==> config.mk <==
export PLATFORM = sky130hd
export DESIGN_NAME = logic_exec
export DESIGN_NICKNAME = d
export VERILOG_FILES = /design/src/rtl/exec_pkg.sv /design/src/rtl/logic_exec.sv /design/src/rtl/op_decode.sv
export SDC_FILE = /design/constraint.sdc
export NUM_CORES = 2
export LEC_CHECK = 0
export ABC_AREA = 0
export ABC_CLOCK_PERIOD_IN_PS = 9800
export BUFFER_PORTS_ARGS = -buffer_cell sky130_fd_sc_hd__buf_4
export CORE_ASPECT_RATIO = 0.75
export CORE_UTILIZATION = 60
export DETAILED_ROUTE_END_ITERATION = 10
export PLACE_DENSITY = 0.81
export SLEW_MARGIN = 20
export SYNTH_ARGS = -nofsm -noshare
export SYNTH_HDL_FRONTEND = slang
export SYNTH_SLANG_ARGS = --single-unit
==> constraint.sdc <==
create_clock -name pclk -period 9.8 [get_ports pclk]
set_input_delay 1.47 -clock pclk [delete_from_list [all_inputs] [get_ports pclk]]
set_output_delay 1.47 -clock pclk [all_outputs]
set_load 0.01 [all_outputs]
==> src/rtl/exec_pkg.sv <==
package exec_pkg;
	// ****************************************
	// register map, byte addresses on apb
	// ****************************************
	localparam logic [7:0] CTRL_OFS = 8'h00;
	localparam logic [7:0] STAT_OFS = 8'h04;
	localparam logic [7:0] PC_OFS = 8'h08;
	localparam logic [7:0] VBR_OFS = 8'h0c;
	localparam logic [7:0] GBR_OFS = 8'h10;
	localparam logic [7:0] ISTAT_OFS = 8'h14;
	localparam logic [7:0] IMASK_OFS = 8'h18;
	localparam logic [7:0] TRA_OFS = 8'h1c;
	localparam logic [7:0] EVT_OFS = 8'h20;
	localparam logic [7:0] SPC_OFS = 8'h24;
	localparam logic [7:0] SSR_OFS = 8'h28;
	localparam logic [7:0] SGR_OFS = 8'h2c;
	localparam logic [7:0] RIDX_OFS = 8'h30;
	localparam logic [7:0] RDAT_OFS = 8'h34;
	// ****************************************
	// field positions and fixed values
	// ****************************************
	localparam int SR_T = 0;
	localparam int SR_BL = 28;
	localparam int SR_RB = 29;
	localparam int SR_MD = 30;
	localparam logic [31:0] SR_RST = 32'h0000_0000;
	localparam int EV_TRAP = 0;
	localparam int EV_FAULT = 1;
	localparam int EV_BADOP = 2;
	localparam int EV_W = 3;
	localparam logic [11:0] TRAP_EVT = 12'h160;
	localparam logic [31:0] TRAP_OFS = 32'h0000_0100;
	localparam logic [31:0] PC_STEP = 32'h0000_0002;
	localparam logic [7:0] MSB_SET = 8'h80;
	// ****************************************
	// least execution states per operation
	// ****************************************
	localparam logic [2:0] N_ONE = 3'h1;
	localparam logic [2:0] N_TSTB = 3'h3;
	localparam logic [2:0] N_XORB = 3'h4;
	localparam logic [2:0] N_TAS = 3'h5;
	localparam logic [2:0] N_TRAP = 3'h7;
	// ****************************************
	// types
	// ****************************************
	typedef enum logic [3:0] {
		OP_NONE = 4'h0, OP_TEST_SET = 4'h1, OP_SOFT_TRAP = 4'h2,
		OP_AND_RR = 4'h3, OP_AND_IMM = 4'h4, OP_AND_MEM = 4'h5,
		OP_XOR_RR = 4'h6, OP_XOR_IMM = 4'h7, OP_XOR_MEM = 4'h8,
		OP_MID_EXTRACT = 4'h9
	} op_t;
	typedef enum logic [1:0] {
		COP_NONE = 2'h0, COP_LOOKUP = 2'h1, COP_WBACK = 2'h2, COP_INVAL = 2'h3
	} cache_op_t;
	typedef enum logic [2:0] {
		ST_IDLE = 3'h0, ST_LOOK = 3'h1, ST_WBACK = 3'h2, ST_INVAL = 3'h3,
		ST_READ = 3'h4, ST_WRITE = 3'h5, ST_FINISH = 3'h6
	} st_t;
endpackage : exec_pkg

==> src/rtl/logic_exec.sv <==
// Our own choices: the APB register port and the register addresses.
`timescale 1ns/10ps
// How it works
// RL1: test-and-set: T set when byte zero, five states
// RL2: test-and-set writes byte back with bit7 set
// RL3: bus stays locked from read through write
// RL4: dirty hit: write back, then invalidate
// RL5: clean hit invalidates; miss or uncached skips
// RL6: test-and-set access checked as byte store
// RL7: trap: seven states, saves pc+2, status, r15
// RL8: trap immediate shifted left two into code
// RL9: trap sets privileged, mask and bank flags
// RL10: trap writes event code into low twelve bits
// RL11: trap resumes at vector base plus offset
// RL12: register and-test sets T, one state
// RL13: immediate and-test against r0, one state
// RL14: memory and-test, no writes, three states
// RL15: xor register/immediate forms, T untouched
// RL16: memory xor writes result back, four states
// RL17: extract middle 32 bits of rm:rn
// RL18: non-trap operations advance pc by two
module logic_exec (
	input wire logic pclk,
	input wire logic presetn,
	input wire logic psel,
	input wire logic penable,
	input wire logic pwrite,
	input wire logic [7:0] paddr,
	input wire logic [31:0] pwdata,
	output logic [31:0] prdata,
	output logic pready,
	output logic pslverr,
	output logic irq,
	input wire logic instr_valid,
	input wire logic [15:0] instr,
	output logic instr_ready,
	output logic mem_req,
	output logic mem_we,
	output logic mem_lock,
	output logic mem_store_chk,
	output logic [31:0] mem_addr,
	output logic [7:0] mem_wdata,
	input wire logic mem_ack,
	input wire logic mem_fault,
	input wire logic [7:0] mem_rdata,
	output logic cache_req,
	output exec_pkg::cache_op_t cache_op,
	input wire logic cache_ack,
	input wire logic cache_hit,
	input wire logic cache_dirty,
	input wire logic cache_ncache
);
	// ****************************************
	// state and storage
	// ****************************************
	exec_pkg::st_t state_q;
	exec_pkg::op_t op_d, op_q;
	logic [15:0] ins_q;
	logic [2:0] cnt_q;
	logic [7:0] rbyte_q;
	logic [31:0] regs_q [16];
	logic [31:0] pc_q, vbr_q, gbr_q, sr_q;
	logic [31:0] tra_q, spc_q, ssr_q, sgr_q;
	logic [11:0] evt_q;
	logic [3:0] ridx_q;
	logic run_q;
	logic [exec_pkg::EV_W-1:0] istat_q, imask_q, ev_set;
	logic [31:0] rdata_d;
	logic taken, commit, fault, bad_op, trap_c;
	logic apb_wr, apb_rd;
	logic [2:0] need;
	logic [3:0] rn, rm;
	logic [7:0] imm;
	logic [31:0] vn, vm, v0, alu;
	logic t_new;

	op_decode op_decode_inst (
		.instr(instr),
		.op(op_d)
	);

	assign rn = ins_q[11:8];
	assign rm = ins_q[7:4];
	assign imm = ins_q[7:0];
	assign vn = regs_q[rn];
	assign vm = regs_q[rm];
	assign v0 = regs_q[0];
	assign taken = instr_valid && instr_ready;
	assign fault = mem_req && mem_ack && mem_fault;
	assign bad_op = taken && op_d == exec_pkg::OP_NONE;
	assign apb_wr = psel && penable && pwrite && pready;
	assign apb_rd = psel && !penable;

	// least state count per operation
	always_comb begin
		unique case (op_q)
			exec_pkg::OP_TEST_SET: need = exec_pkg::N_TAS; // [RL1]
			exec_pkg::OP_SOFT_TRAP: need = exec_pkg::N_TRAP; // [RL7]
			exec_pkg::OP_AND_MEM: need = exec_pkg::N_TSTB; // [RL14]
			exec_pkg::OP_XOR_MEM: need = exec_pkg::N_XORB; // [RL16]
			default: need = exec_pkg::N_ONE; // [RL12] [RL13] [RL15] [RL17]
		endcase
	end

	assign commit = state_q == exec_pkg::ST_FINISH && cnt_q >= need - 3'h1;
	assign trap_c = commit && op_q == exec_pkg::OP_SOFT_TRAP;

	// ****************************************
	// result and flag computation
	// ****************************************
	always_comb begin
		alu = vn;
		t_new = sr_q[exec_pkg::SR_T];
		unique case (op_q)
			exec_pkg::OP_TEST_SET: t_new = rbyte_q == 8'h00; // [RL1]
			exec_pkg::OP_AND_RR: t_new = (vn & vm) == 32'h0000_0000; // [RL12]
			exec_pkg::OP_AND_IMM: t_new = (v0 & {24'h00_0000, imm}) == 32'h0000_0000; // [RL13]
			exec_pkg::OP_AND_MEM: t_new = (rbyte_q & imm) == 8'h00; // [RL14]
			exec_pkg::OP_XOR_RR: alu = vn ^ vm; // [RL15]
			exec_pkg::OP_XOR_IMM: alu = v0 ^ {24'h00_0000, imm}; // [RL15]
			exec_pkg::OP_MID_EXTRACT: alu = {vm[15:0], vn[31:16]}; // [RL17]
			default: alu = vn;
		endcase
	end

	// ****************************************
	// sequencer
	// ****************************************
	// memory ops start at the cache purge or the read; others go to finish
	always_ff @(posedge pclk or negedge presetn) begin
		if (!presetn) begin
			state_q <= exec_pkg::ST_IDLE;
			op_q <= exec_pkg::OP_NONE;
			ins_q <= 16'h0000;
			cnt_q <= 3'h0;
		end else begin
			cnt_q <= (cnt_q == 3'h7) ? cnt_q : cnt_q + 3'h1;
			unique case (state_q)
				exec_pkg::ST_IDLE: begin
					cnt_q <= 3'h0;
					if (taken && !bad_op) begin
						op_q <= op_d;
						ins_q <= instr;
						if (op_d == exec_pkg::OP_TEST_SET) begin
							state_q <= exec_pkg::ST_LOOK; // [RL4]
						end else if (op_d == exec_pkg::OP_AND_MEM ||
							op_d == exec_pkg::OP_XOR_MEM) begin
							state_q <= exec_pkg::ST_READ;
						end else begin
							state_q <= exec_pkg::ST_FINISH;
						end
					end
				end
				exec_pkg::ST_LOOK: begin
					if (cache_ack) begin
						if (!cache_hit || cache_ncache) begin
							state_q <= exec_pkg::ST_READ; // [RL5]
						end else if (cache_dirty) begin
							state_q <= exec_pkg::ST_WBACK; // [RL4]
						end else begin
							state_q <= exec_pkg::ST_INVAL; // [RL5]
						end
					end
				end
				exec_pkg::ST_WBACK: begin
					if (cache_ack) begin
						state_q <= exec_pkg::ST_INVAL; // [RL4]
					end
				end
				exec_pkg::ST_INVAL: begin
					if (cache_ack) begin
						state_q <= exec_pkg::ST_READ;
					end
				end
				exec_pkg::ST_READ: begin
					if (fault) begin
						state_q <= exec_pkg::ST_IDLE; // [RL6]
					end else if (mem_ack) begin
						state_q <= (op_q == exec_pkg::OP_AND_MEM) ?
							exec_pkg::ST_FINISH : exec_pkg::ST_WRITE; // [RL14]
					end
				end
				exec_pkg::ST_WRITE: begin
					if (fault) begin
						state_q <= exec_pkg::ST_IDLE;
					end else if (mem_ack) begin
						state_q <= exec_pkg::ST_FINISH;
					end
				end
				exec_pkg::ST_FINISH: begin
					if (commit) begin
						state_q <= exec_pkg::ST_IDLE;
					end
				end
				default: state_q <= exec_pkg::ST_IDLE;
			endcase
		end
	end

	// fetch handshake: accept only when idle and enabled
	always_ff @(posedge pclk or negedge presetn) begin
		if (!presetn) begin
			instr_ready <= 1'b0;
		end else begin
			instr_ready <= run_q && state_q == exec_pkg::ST_IDLE && !taken;
		end
	end

	// ****************************************
	// cache purge port
	// ****************************************
	// address shared with mem_addr, loaded at take
	always_ff @(posedge pclk or negedge presetn) begin
		if (!presetn) begin
			cache_req <= 1'b0;
			cache_op <= exec_pkg::COP_NONE;
		end else if (taken && op_d == exec_pkg::OP_TEST_SET) begin
			cache_req <= 1'b1;
			cache_op <= exec_pkg::COP_LOOKUP; // [RL4]
		end else if (cache_req && cache_ack) begin
			cache_req <= state_q == exec_pkg::ST_WBACK ||
				(state_q == exec_pkg::ST_LOOK && cache_hit && !cache_ncache);
			cache_op <= exec_pkg::COP_NONE;
			if (state_q == exec_pkg::ST_WBACK) begin
				cache_op <= exec_pkg::COP_INVAL; // [RL4]
			end else if (state_q == exec_pkg::ST_LOOK && cache_hit &&
				!cache_ncache) begin
				cache_op <= cache_dirty ? exec_pkg::COP_WBACK : exec_pkg::COP_INVAL; // [RL5]
			end
		end
	end

	// ****************************************
	// memory port
	// ****************************************
	// for test-and-set the lock spans read and write so no foreign access slips in between
	always_ff @(posedge pclk or negedge presetn) begin
		if (!presetn) begin
			mem_req <= 1'b0;
			mem_we <= 1'b0;
			mem_lock <= 1'b0;
			mem_store_chk <= 1'b0;
			mem_addr <= 32'h0000_0000;
			mem_wdata <= 8'h00;
			rbyte_q <= 8'h00;
		end else begin
			if (taken) begin
				mem_addr <= (op_d == exec_pkg::OP_TEST_SET) ?
					regs_q[instr[11:8]] : gbr_q + regs_q[0]; // [RL14] [RL16]
			end
			if (!mem_req && ((state_q == exec_pkg::ST_LOOK && cache_ack &&
				(!cache_hit || cache_ncache)) ||
				(state_q == exec_pkg::ST_INVAL && cache_ack) ||
				(taken && (op_d == exec_pkg::OP_AND_MEM ||
				op_d == exec_pkg::OP_XOR_MEM)))) begin
				mem_req <= 1'b1;
				mem_we <= 1'b0;
				mem_lock <= state_q != exec_pkg::ST_IDLE; // [RL3]
				mem_store_chk <= state_q != exec_pkg::ST_IDLE; // [RL6]
			end else if (mem_req && mem_ack) begin
				rbyte_q <= mem_we ? rbyte_q : mem_rdata;
				if (!mem_we && !fault && op_q != exec_pkg::OP_AND_MEM) begin
					mem_we <= 1'b1;
					mem_wdata <= (op_q == exec_pkg::OP_TEST_SET) ?
						(mem_rdata | exec_pkg::MSB_SET) : // [RL2]
						(mem_rdata ^ imm); // [RL16]
				end else begin
					mem_req <= 1'b0;
					mem_we <= 1'b0;
					mem_lock <= 1'b0; // [RL3]
					mem_store_chk <= 1'b0;
				end
			end
		end
	end

	// ****************************************
	// architectural registers
	// ****************************************
	// general registers: execution wins over a same-cycle bus write
	always_ff @(posedge pclk) begin
		if (commit && (op_q == exec_pkg::OP_XOR_RR ||
			op_q == exec_pkg::OP_MID_EXTRACT)) begin
			regs_q[rn] <= alu; // [RL15] [RL17]
		end else if (commit && op_q == exec_pkg::OP_XOR_IMM) begin
			regs_q[0] <= alu; // [RL15]
		end else if (apb_wr && paddr == exec_pkg::RDAT_OFS) begin
			regs_q[ridx_q] <= pwdata;
		end
	end

	// program counter, status and trap context
	always_ff @(posedge pclk or negedge presetn) begin
		if (!presetn) begin
			pc_q <= 32'h0000_0000;
			sr_q <= exec_pkg::SR_RST;
			tra_q <= 32'h0000_0000;
			spc_q <= 32'h0000_0000;
			ssr_q <= 32'h0000_0000;
			sgr_q <= 32'h0000_0000;
			evt_q <= 12'h000;
		end else if (trap_c) begin
			tra_q <= {22'h00_0000, imm, 2'b00}; // [RL8]
			spc_q <= pc_q + exec_pkg::PC_STEP; // [RL7]
			ssr_q <= sr_q; // [RL7]
			sgr_q <= regs_q[15]; // [RL7]
			sr_q[exec_pkg::SR_MD] <= 1'b1; // [RL9]
			sr_q[exec_pkg::SR_BL] <= 1'b1; // [RL9]
			sr_q[exec_pkg::SR_RB] <= 1'b1; // [RL9]
			evt_q <= exec_pkg::TRAP_EVT; // [RL10]
			pc_q <= vbr_q + exec_pkg::TRAP_OFS; // [RL11]
		end else if (commit) begin
			sr_q[exec_pkg::SR_T] <= t_new; // [RL1] [RL12] [RL13] [RL14]
			pc_q <= pc_q + exec_pkg::PC_STEP; // [RL18]
		end else if (apb_wr && state_q == exec_pkg::ST_IDLE) begin
			if (paddr == exec_pkg::PC_OFS) begin
				pc_q <= pwdata;
			end
			if (paddr == exec_pkg::STAT_OFS) begin
				sr_q <= pwdata;
			end
		end
	end

	// ****************************************
	// bus slave
	// ****************************************
	// plain software registers
	always_ff @(posedge pclk or negedge presetn) begin
		if (!presetn) begin
			run_q <= 1'b0;
			vbr_q <= 32'h0000_0000;
			gbr_q <= 32'h0000_0000;
			ridx_q <= 4'h0;
			imask_q <= '0;
		end else if (apb_wr) begin
			unique case (paddr)
				exec_pkg::CTRL_OFS: run_q <= pwdata[0];
				exec_pkg::VBR_OFS: vbr_q <= pwdata;
				exec_pkg::GBR_OFS: gbr_q <= pwdata;
				exec_pkg::RIDX_OFS: ridx_q <= pwdata[3:0];
				exec_pkg::IMASK_OFS: imask_q <= pwdata[exec_pkg::EV_W-1:0];
				default: ;
			endcase
		end
	end

	// read mux
	always_comb begin
		unique case (paddr)
			exec_pkg::CTRL_OFS: rdata_d = {31'h0000_0000, run_q};
			exec_pkg::STAT_OFS: rdata_d = sr_q;
			exec_pkg::PC_OFS: rdata_d = pc_q;
			exec_pkg::VBR_OFS: rdata_d = vbr_q;
			exec_pkg::GBR_OFS: rdata_d = gbr_q;
			exec_pkg::ISTAT_OFS: rdata_d = {29'h0000_0000, istat_q};
			exec_pkg::IMASK_OFS: rdata_d = {29'h0000_0000, imask_q};
			exec_pkg::TRA_OFS: rdata_d = tra_q;
			exec_pkg::EVT_OFS: rdata_d = {20'h0_0000, evt_q};
			exec_pkg::SPC_OFS: rdata_d = spc_q;
			exec_pkg::SSR_OFS: rdata_d = ssr_q;
			exec_pkg::SGR_OFS: rdata_d = sgr_q;
			exec_pkg::RIDX_OFS: rdata_d = {28'h000_0000, ridx_q};
			exec_pkg::RDAT_OFS: rdata_d = regs_q[ridx_q];
			default: rdata_d = 32'h0000_0000;
		endcase
	end

	// one wait-free access phase; ready is armed in the setup cycle
	always_ff @(posedge pclk or negedge presetn) begin
		if (!presetn) begin
			pready <= 1'b0;
			prdata <= 32'h0000_0000;
			pslverr <= 1'b0;
		end else begin
			pready <= apb_rd;
			prdata <= apb_rd ? rdata_d : prdata;
			pslverr <= apb_rd && (paddr > exec_pkg::RDAT_OFS || paddr[1:0] != 2'b00);
		end
	end

	// ****************************************
	// interrupt status
	// ****************************************
	assign ev_set = {bad_op, fault, trap_c};

	// sticky, write one to clear; a new event beats the clear
	always_ff @(posedge pclk or negedge presetn) begin
		if (!presetn) begin
			istat_q <= '0;
			irq <= 1'b0;
		end else begin
			if (apb_wr && paddr == exec_pkg::ISTAT_OFS) begin
				istat_q <= (istat_q & ~pwdata[exec_pkg::EV_W-1:0]) | ev_set;
			end else begin
				istat_q <= istat_q | ev_set;
			end
			irq <= |(istat_q & imask_q);
		end
	end
endmodule : logic_exec

==> src/rtl/op_decode.sv <==
`timescale 1ns/10ps
// opcode classifier, purely combinational
module op_decode (
	input wire logic [15:0] instr,
	output exec_pkg::op_t op
);
	// match on fixed opcode fields only
	always_comb begin
		op = exec_pkg::OP_NONE;
		if (instr[15:12] == 4'h4 && instr[7:0] == 8'h1b) begin
			op = exec_pkg::OP_TEST_SET;
		end else if (instr[15:12] == 4'h2) begin
			unique case (instr[3:0])
				4'h8: op = exec_pkg::OP_AND_RR;
				4'ha: op = exec_pkg::OP_XOR_RR;
				4'hd: op = exec_pkg::OP_MID_EXTRACT;
				default: op = exec_pkg::OP_NONE;
			endcase
		end else begin
			unique case (instr[15:8])
				8'hc3: op = exec_pkg::OP_SOFT_TRAP;
				8'hc8: op = exec_pkg::OP_AND_IMM;
				8'hcc: op = exec_pkg::OP_AND_MEM;
				8'hca: op = exec_pkg::OP_XOR_IMM;
				8'hce: op = exec_pkg::OP_XOR_MEM;
				default: op = exec_pkg::OP_NONE;
			endcase
		end
	end
endmodule : op_decode

==> results.cfg <==
[timing]
setup_viol = 0
worst_pin_slew_ns = 1.287
slew_headroom_pct = 13.41
max_clock_freq_mhz = 170.6
setup-tns-final_ns = 0
fin_crit_sh_pct = 59.81
report.final.slew_viol_count = 0
hold_viol_final = 0
rsz0062_at_grt = false
fin_skew_ns = 0.04241
min_period_ns = 5.861

[die]
initial_utilization_pct = 60.66
fp.coreArea_sq_um = 84150
fp.dieW_um = 338.8
ioPinCount = 159
dieArea_sq_um = 86250
num_rows = 92
fp.dieH_um = 254.6

[outcome]
status = complete, no violations

[logic_synthesis]
avgSynthCellArea_sq_um = 14.32
yosysSeqAreaShare_pct = 47.57
syn-cell-area_sq_um = 51040
syn-num-nets = 3721
synthFlopType = edfxtp_1
synthDistinctLibCells = 82
async_flop_share_pct = 41.01
yosysWarningCount = 0
ys_seq_elements = 868
synth_cells = 3565
synth_edf_count = 512

[setup_path]
slowest_stage = buf_4
crit_fanout = 73
crit_buf_inv = 4
cp-end-kind = flip-flop
critPathMaxStageDelay_ns = 0.79
crit_path_start_kind = flip-flop
crit_path_frequent_cell = buf_4
cp_top_family = buffers and inverters
crit_chain = buf_4, nor4b_2, buf_4, nor2_1, ha_1, ha_1, a21o_1, a21o_1, nand3_2, o21ai_4, buf_4, nand3_1, o22ai_1, and3_2, buf_4
path_class = reg2reg
cp.arrival_ns = 6.18
critPathRequiredTime_ns = 10.12

[routing]
drt_iter0_markers = 7521
wl_per_cell_um = 37.21
route.detailed.drc = 0
final_antenna_net_count = 0
wl_mm = 179.0
vias = 38970
viasPerCell = 8.099
first_pass_iters = 8

[placed_design]
placed_area_sq_um = 53430
dp.cells = 4653
hpwl_mm = 115.0
gp_congestion = 1.013
numPortBuffers = 158

[clocking]
clkTransAtPathRegs_ns = 0.07
cts-hold-fix-buffers = 0
post_cts_resized = 0
cts_buffer_depth = 3
cts_buffers = 82
clock-sinks = 868
clock_latency_ns = 0.68
root_buffer = clkbuf_16
cts-htree-levels = 3
post-cts-setup-buffer-count = 0
tritoncts = yes

[global_route]
grtUsageTotal_pct = 41.96
grt_max_degree = 104
grt_pass1_vias = 37440
antenna_found_initial = 12
grt_pass1_wl_mm = 260.3
grt-ovfl-total = 0

[final_layout]
drive_gt1_share_pct = 34.06
layout_common_cells = mux4_2 (640), edfxtp_1 (512), nand2_1 (474)
fin_area_sq_um = 56340
nNetsFinal = 3766
final_cell_count_no_fill = 4811
fillers = 5522
final_common_cell = mux4_2
syn_to_final_growth_pct = 10.37

[flow_run]
cap_violations = 0

[power]
powerDensity_nw_per_um2 = 147.4
leakage_nw = 19.84
ir_drop_uv = 143.2

[min_path]
hp-class = reg2reg
area by class of cell:
cell class	instances	area [sq um]	area share (%)
multi-input cells	2387	25820	45.83
repair buffers	247	1909	3.389
flip-flops and latches	868	24310	43.16
inverters	24	90.09	0.1599
well taps	1128	1411	2.505
diodes	7	17.52	0.03109
clock inverters	41	450.4	0.7995
clock buffers	109	2322	4.122
path summary, 6_finish.rpt:
check	from	endpoint	slack (ns)	cells past startpoint
hold / removal	evt_q[5]$_DFFE_PN0N_	evt_q[5]$_DFFE_PN0N_	0.48	1
setup / recovery	op_q[0]$_DFFE_PN0P_	regs_q[11][28]$_DFFE_PP_	3.94	15
setup reg to reg	op_q[0]$_DFFE_PN0P_	regs_q[11][28]$_DFFE_PP_	3.94	15
min in group asynchronous	presetn	ssr_q[6]$_DFFE_PN0N_	0.87	1
max in group asynchronous	presetn	prdata[19]$_DFFE_PN0P_	6.83	3
hold reg to reg	evt_q[5]$_DFFE_PN0N_	evt_q[5]$_DFFE_PN0N_	0.48	1
through the flow:
stage	worst slack [ns]	util [%]	hold slack (ns)	power [W]
2_1_floorplan	4.540	-	0.4350	0.004650
5_1_grt	3.847	66.93	0.4882	0.008491
4_1_cts	4.240	66.80	0.4719	0.008264
3_5_place_dp	4.266	63.50	0.4526	0.004961
6_report	3.939	66.95	0.4757	0.008305
3_3_place_gp	4.486	63.45	0.4497	0.004938
layer usage:
metal	up-vias	track usage, %	wire length, um
met5	-	0	110
met4	12	23.93	13780
met3	924	19.68	33510
met2	4418	58.77	74450
met1	19110	54.01	57160
li1	14500	-	-
Yosys cell counts, drive strengths merged, types with 10 or more instances:
master,count,area (sq um)
a22oi,107,803.3
a31oi,54,337.8
ha,79,988.5
a222oi,28,280.3
a22o,11,96.34
nor4,15,93.84
and3,23,148.9
a221oi,13,126.4
nor2,155,584.3
nor2b,12,75.07
xnor2,39,341.6
edfxtp,512,15370
nand2b,17,106.4
nand4,25,156.4
buf,111,524.3
dfrtp,356,8909
mux2,153,1723
a21oi,111,563.0
clkbuf,175,658.1
o21ai,141,709.4
o21a,22,165.2
mux4,640,14410
xor2,49,429.2
o22ai,10,62.56
a21o,14,105.1
nor3,14,75.07
nand2,476,1787
nand3,66,335.3
inv,22,82.58
worst register-to-register path, stage by stage (launching register included):
cell and delay [ns]:
dfrtp_2 0.39, buf_4 0.35, nor4b_2 0.36, buf_4 0.36, nor2_1 0.11, ha_1 0.30, ha_1 0.27, a21o_1 0.11
a21o_1 0.19, nand3_2 0.16, o21ai_4 0.18, buf_4 0.79, nand3_1 0.30, o22ai_1 0.38, and3_2 0.78, buf_4 0.46
where the power goes:
group	internal (W)	total, W	switching (W)	leakage (nW)
clock	0.00191	0.00338	0.00147	1.36
sequential	0.00396	0.00412	0.000166	9.25
combinational	0.000345	0.000806	0.000461	9.23
total	0.00621	0.00830	0.00209	19.8
registers in the layout, indices dropped and copies added (netlist names), 2 cells and up:
name       flops
op_q           4
regs_q       512
ridx_q         4
cache_op       2
tra_q          8
spc_q         32
state_q        3
prdata        32
imask_q        3
ins_q         12
rbyte_q        8
sr_q          32
ssr_q         32
istat_q        3
mem_addr      32
pc_q          32
cnt_q          3
vbr_q         32
sgr_q         32
gbr_q         32
mem_wdata      8
logic make-up after synthesis:
logic type,count (synthesis),share of synthesized area (%)
flip-flops,868,47.57
AND/OR/NAND/NOR,849,7.258
multiplexers,802,31.79
AO/OA/AOI/OAI,568,7.398
buffers and inverters,310,2.493
XOR/XNOR,88,1.510
adder cells (fa/ha/maj),80,1.976
(Power assumes the default switching activity.)
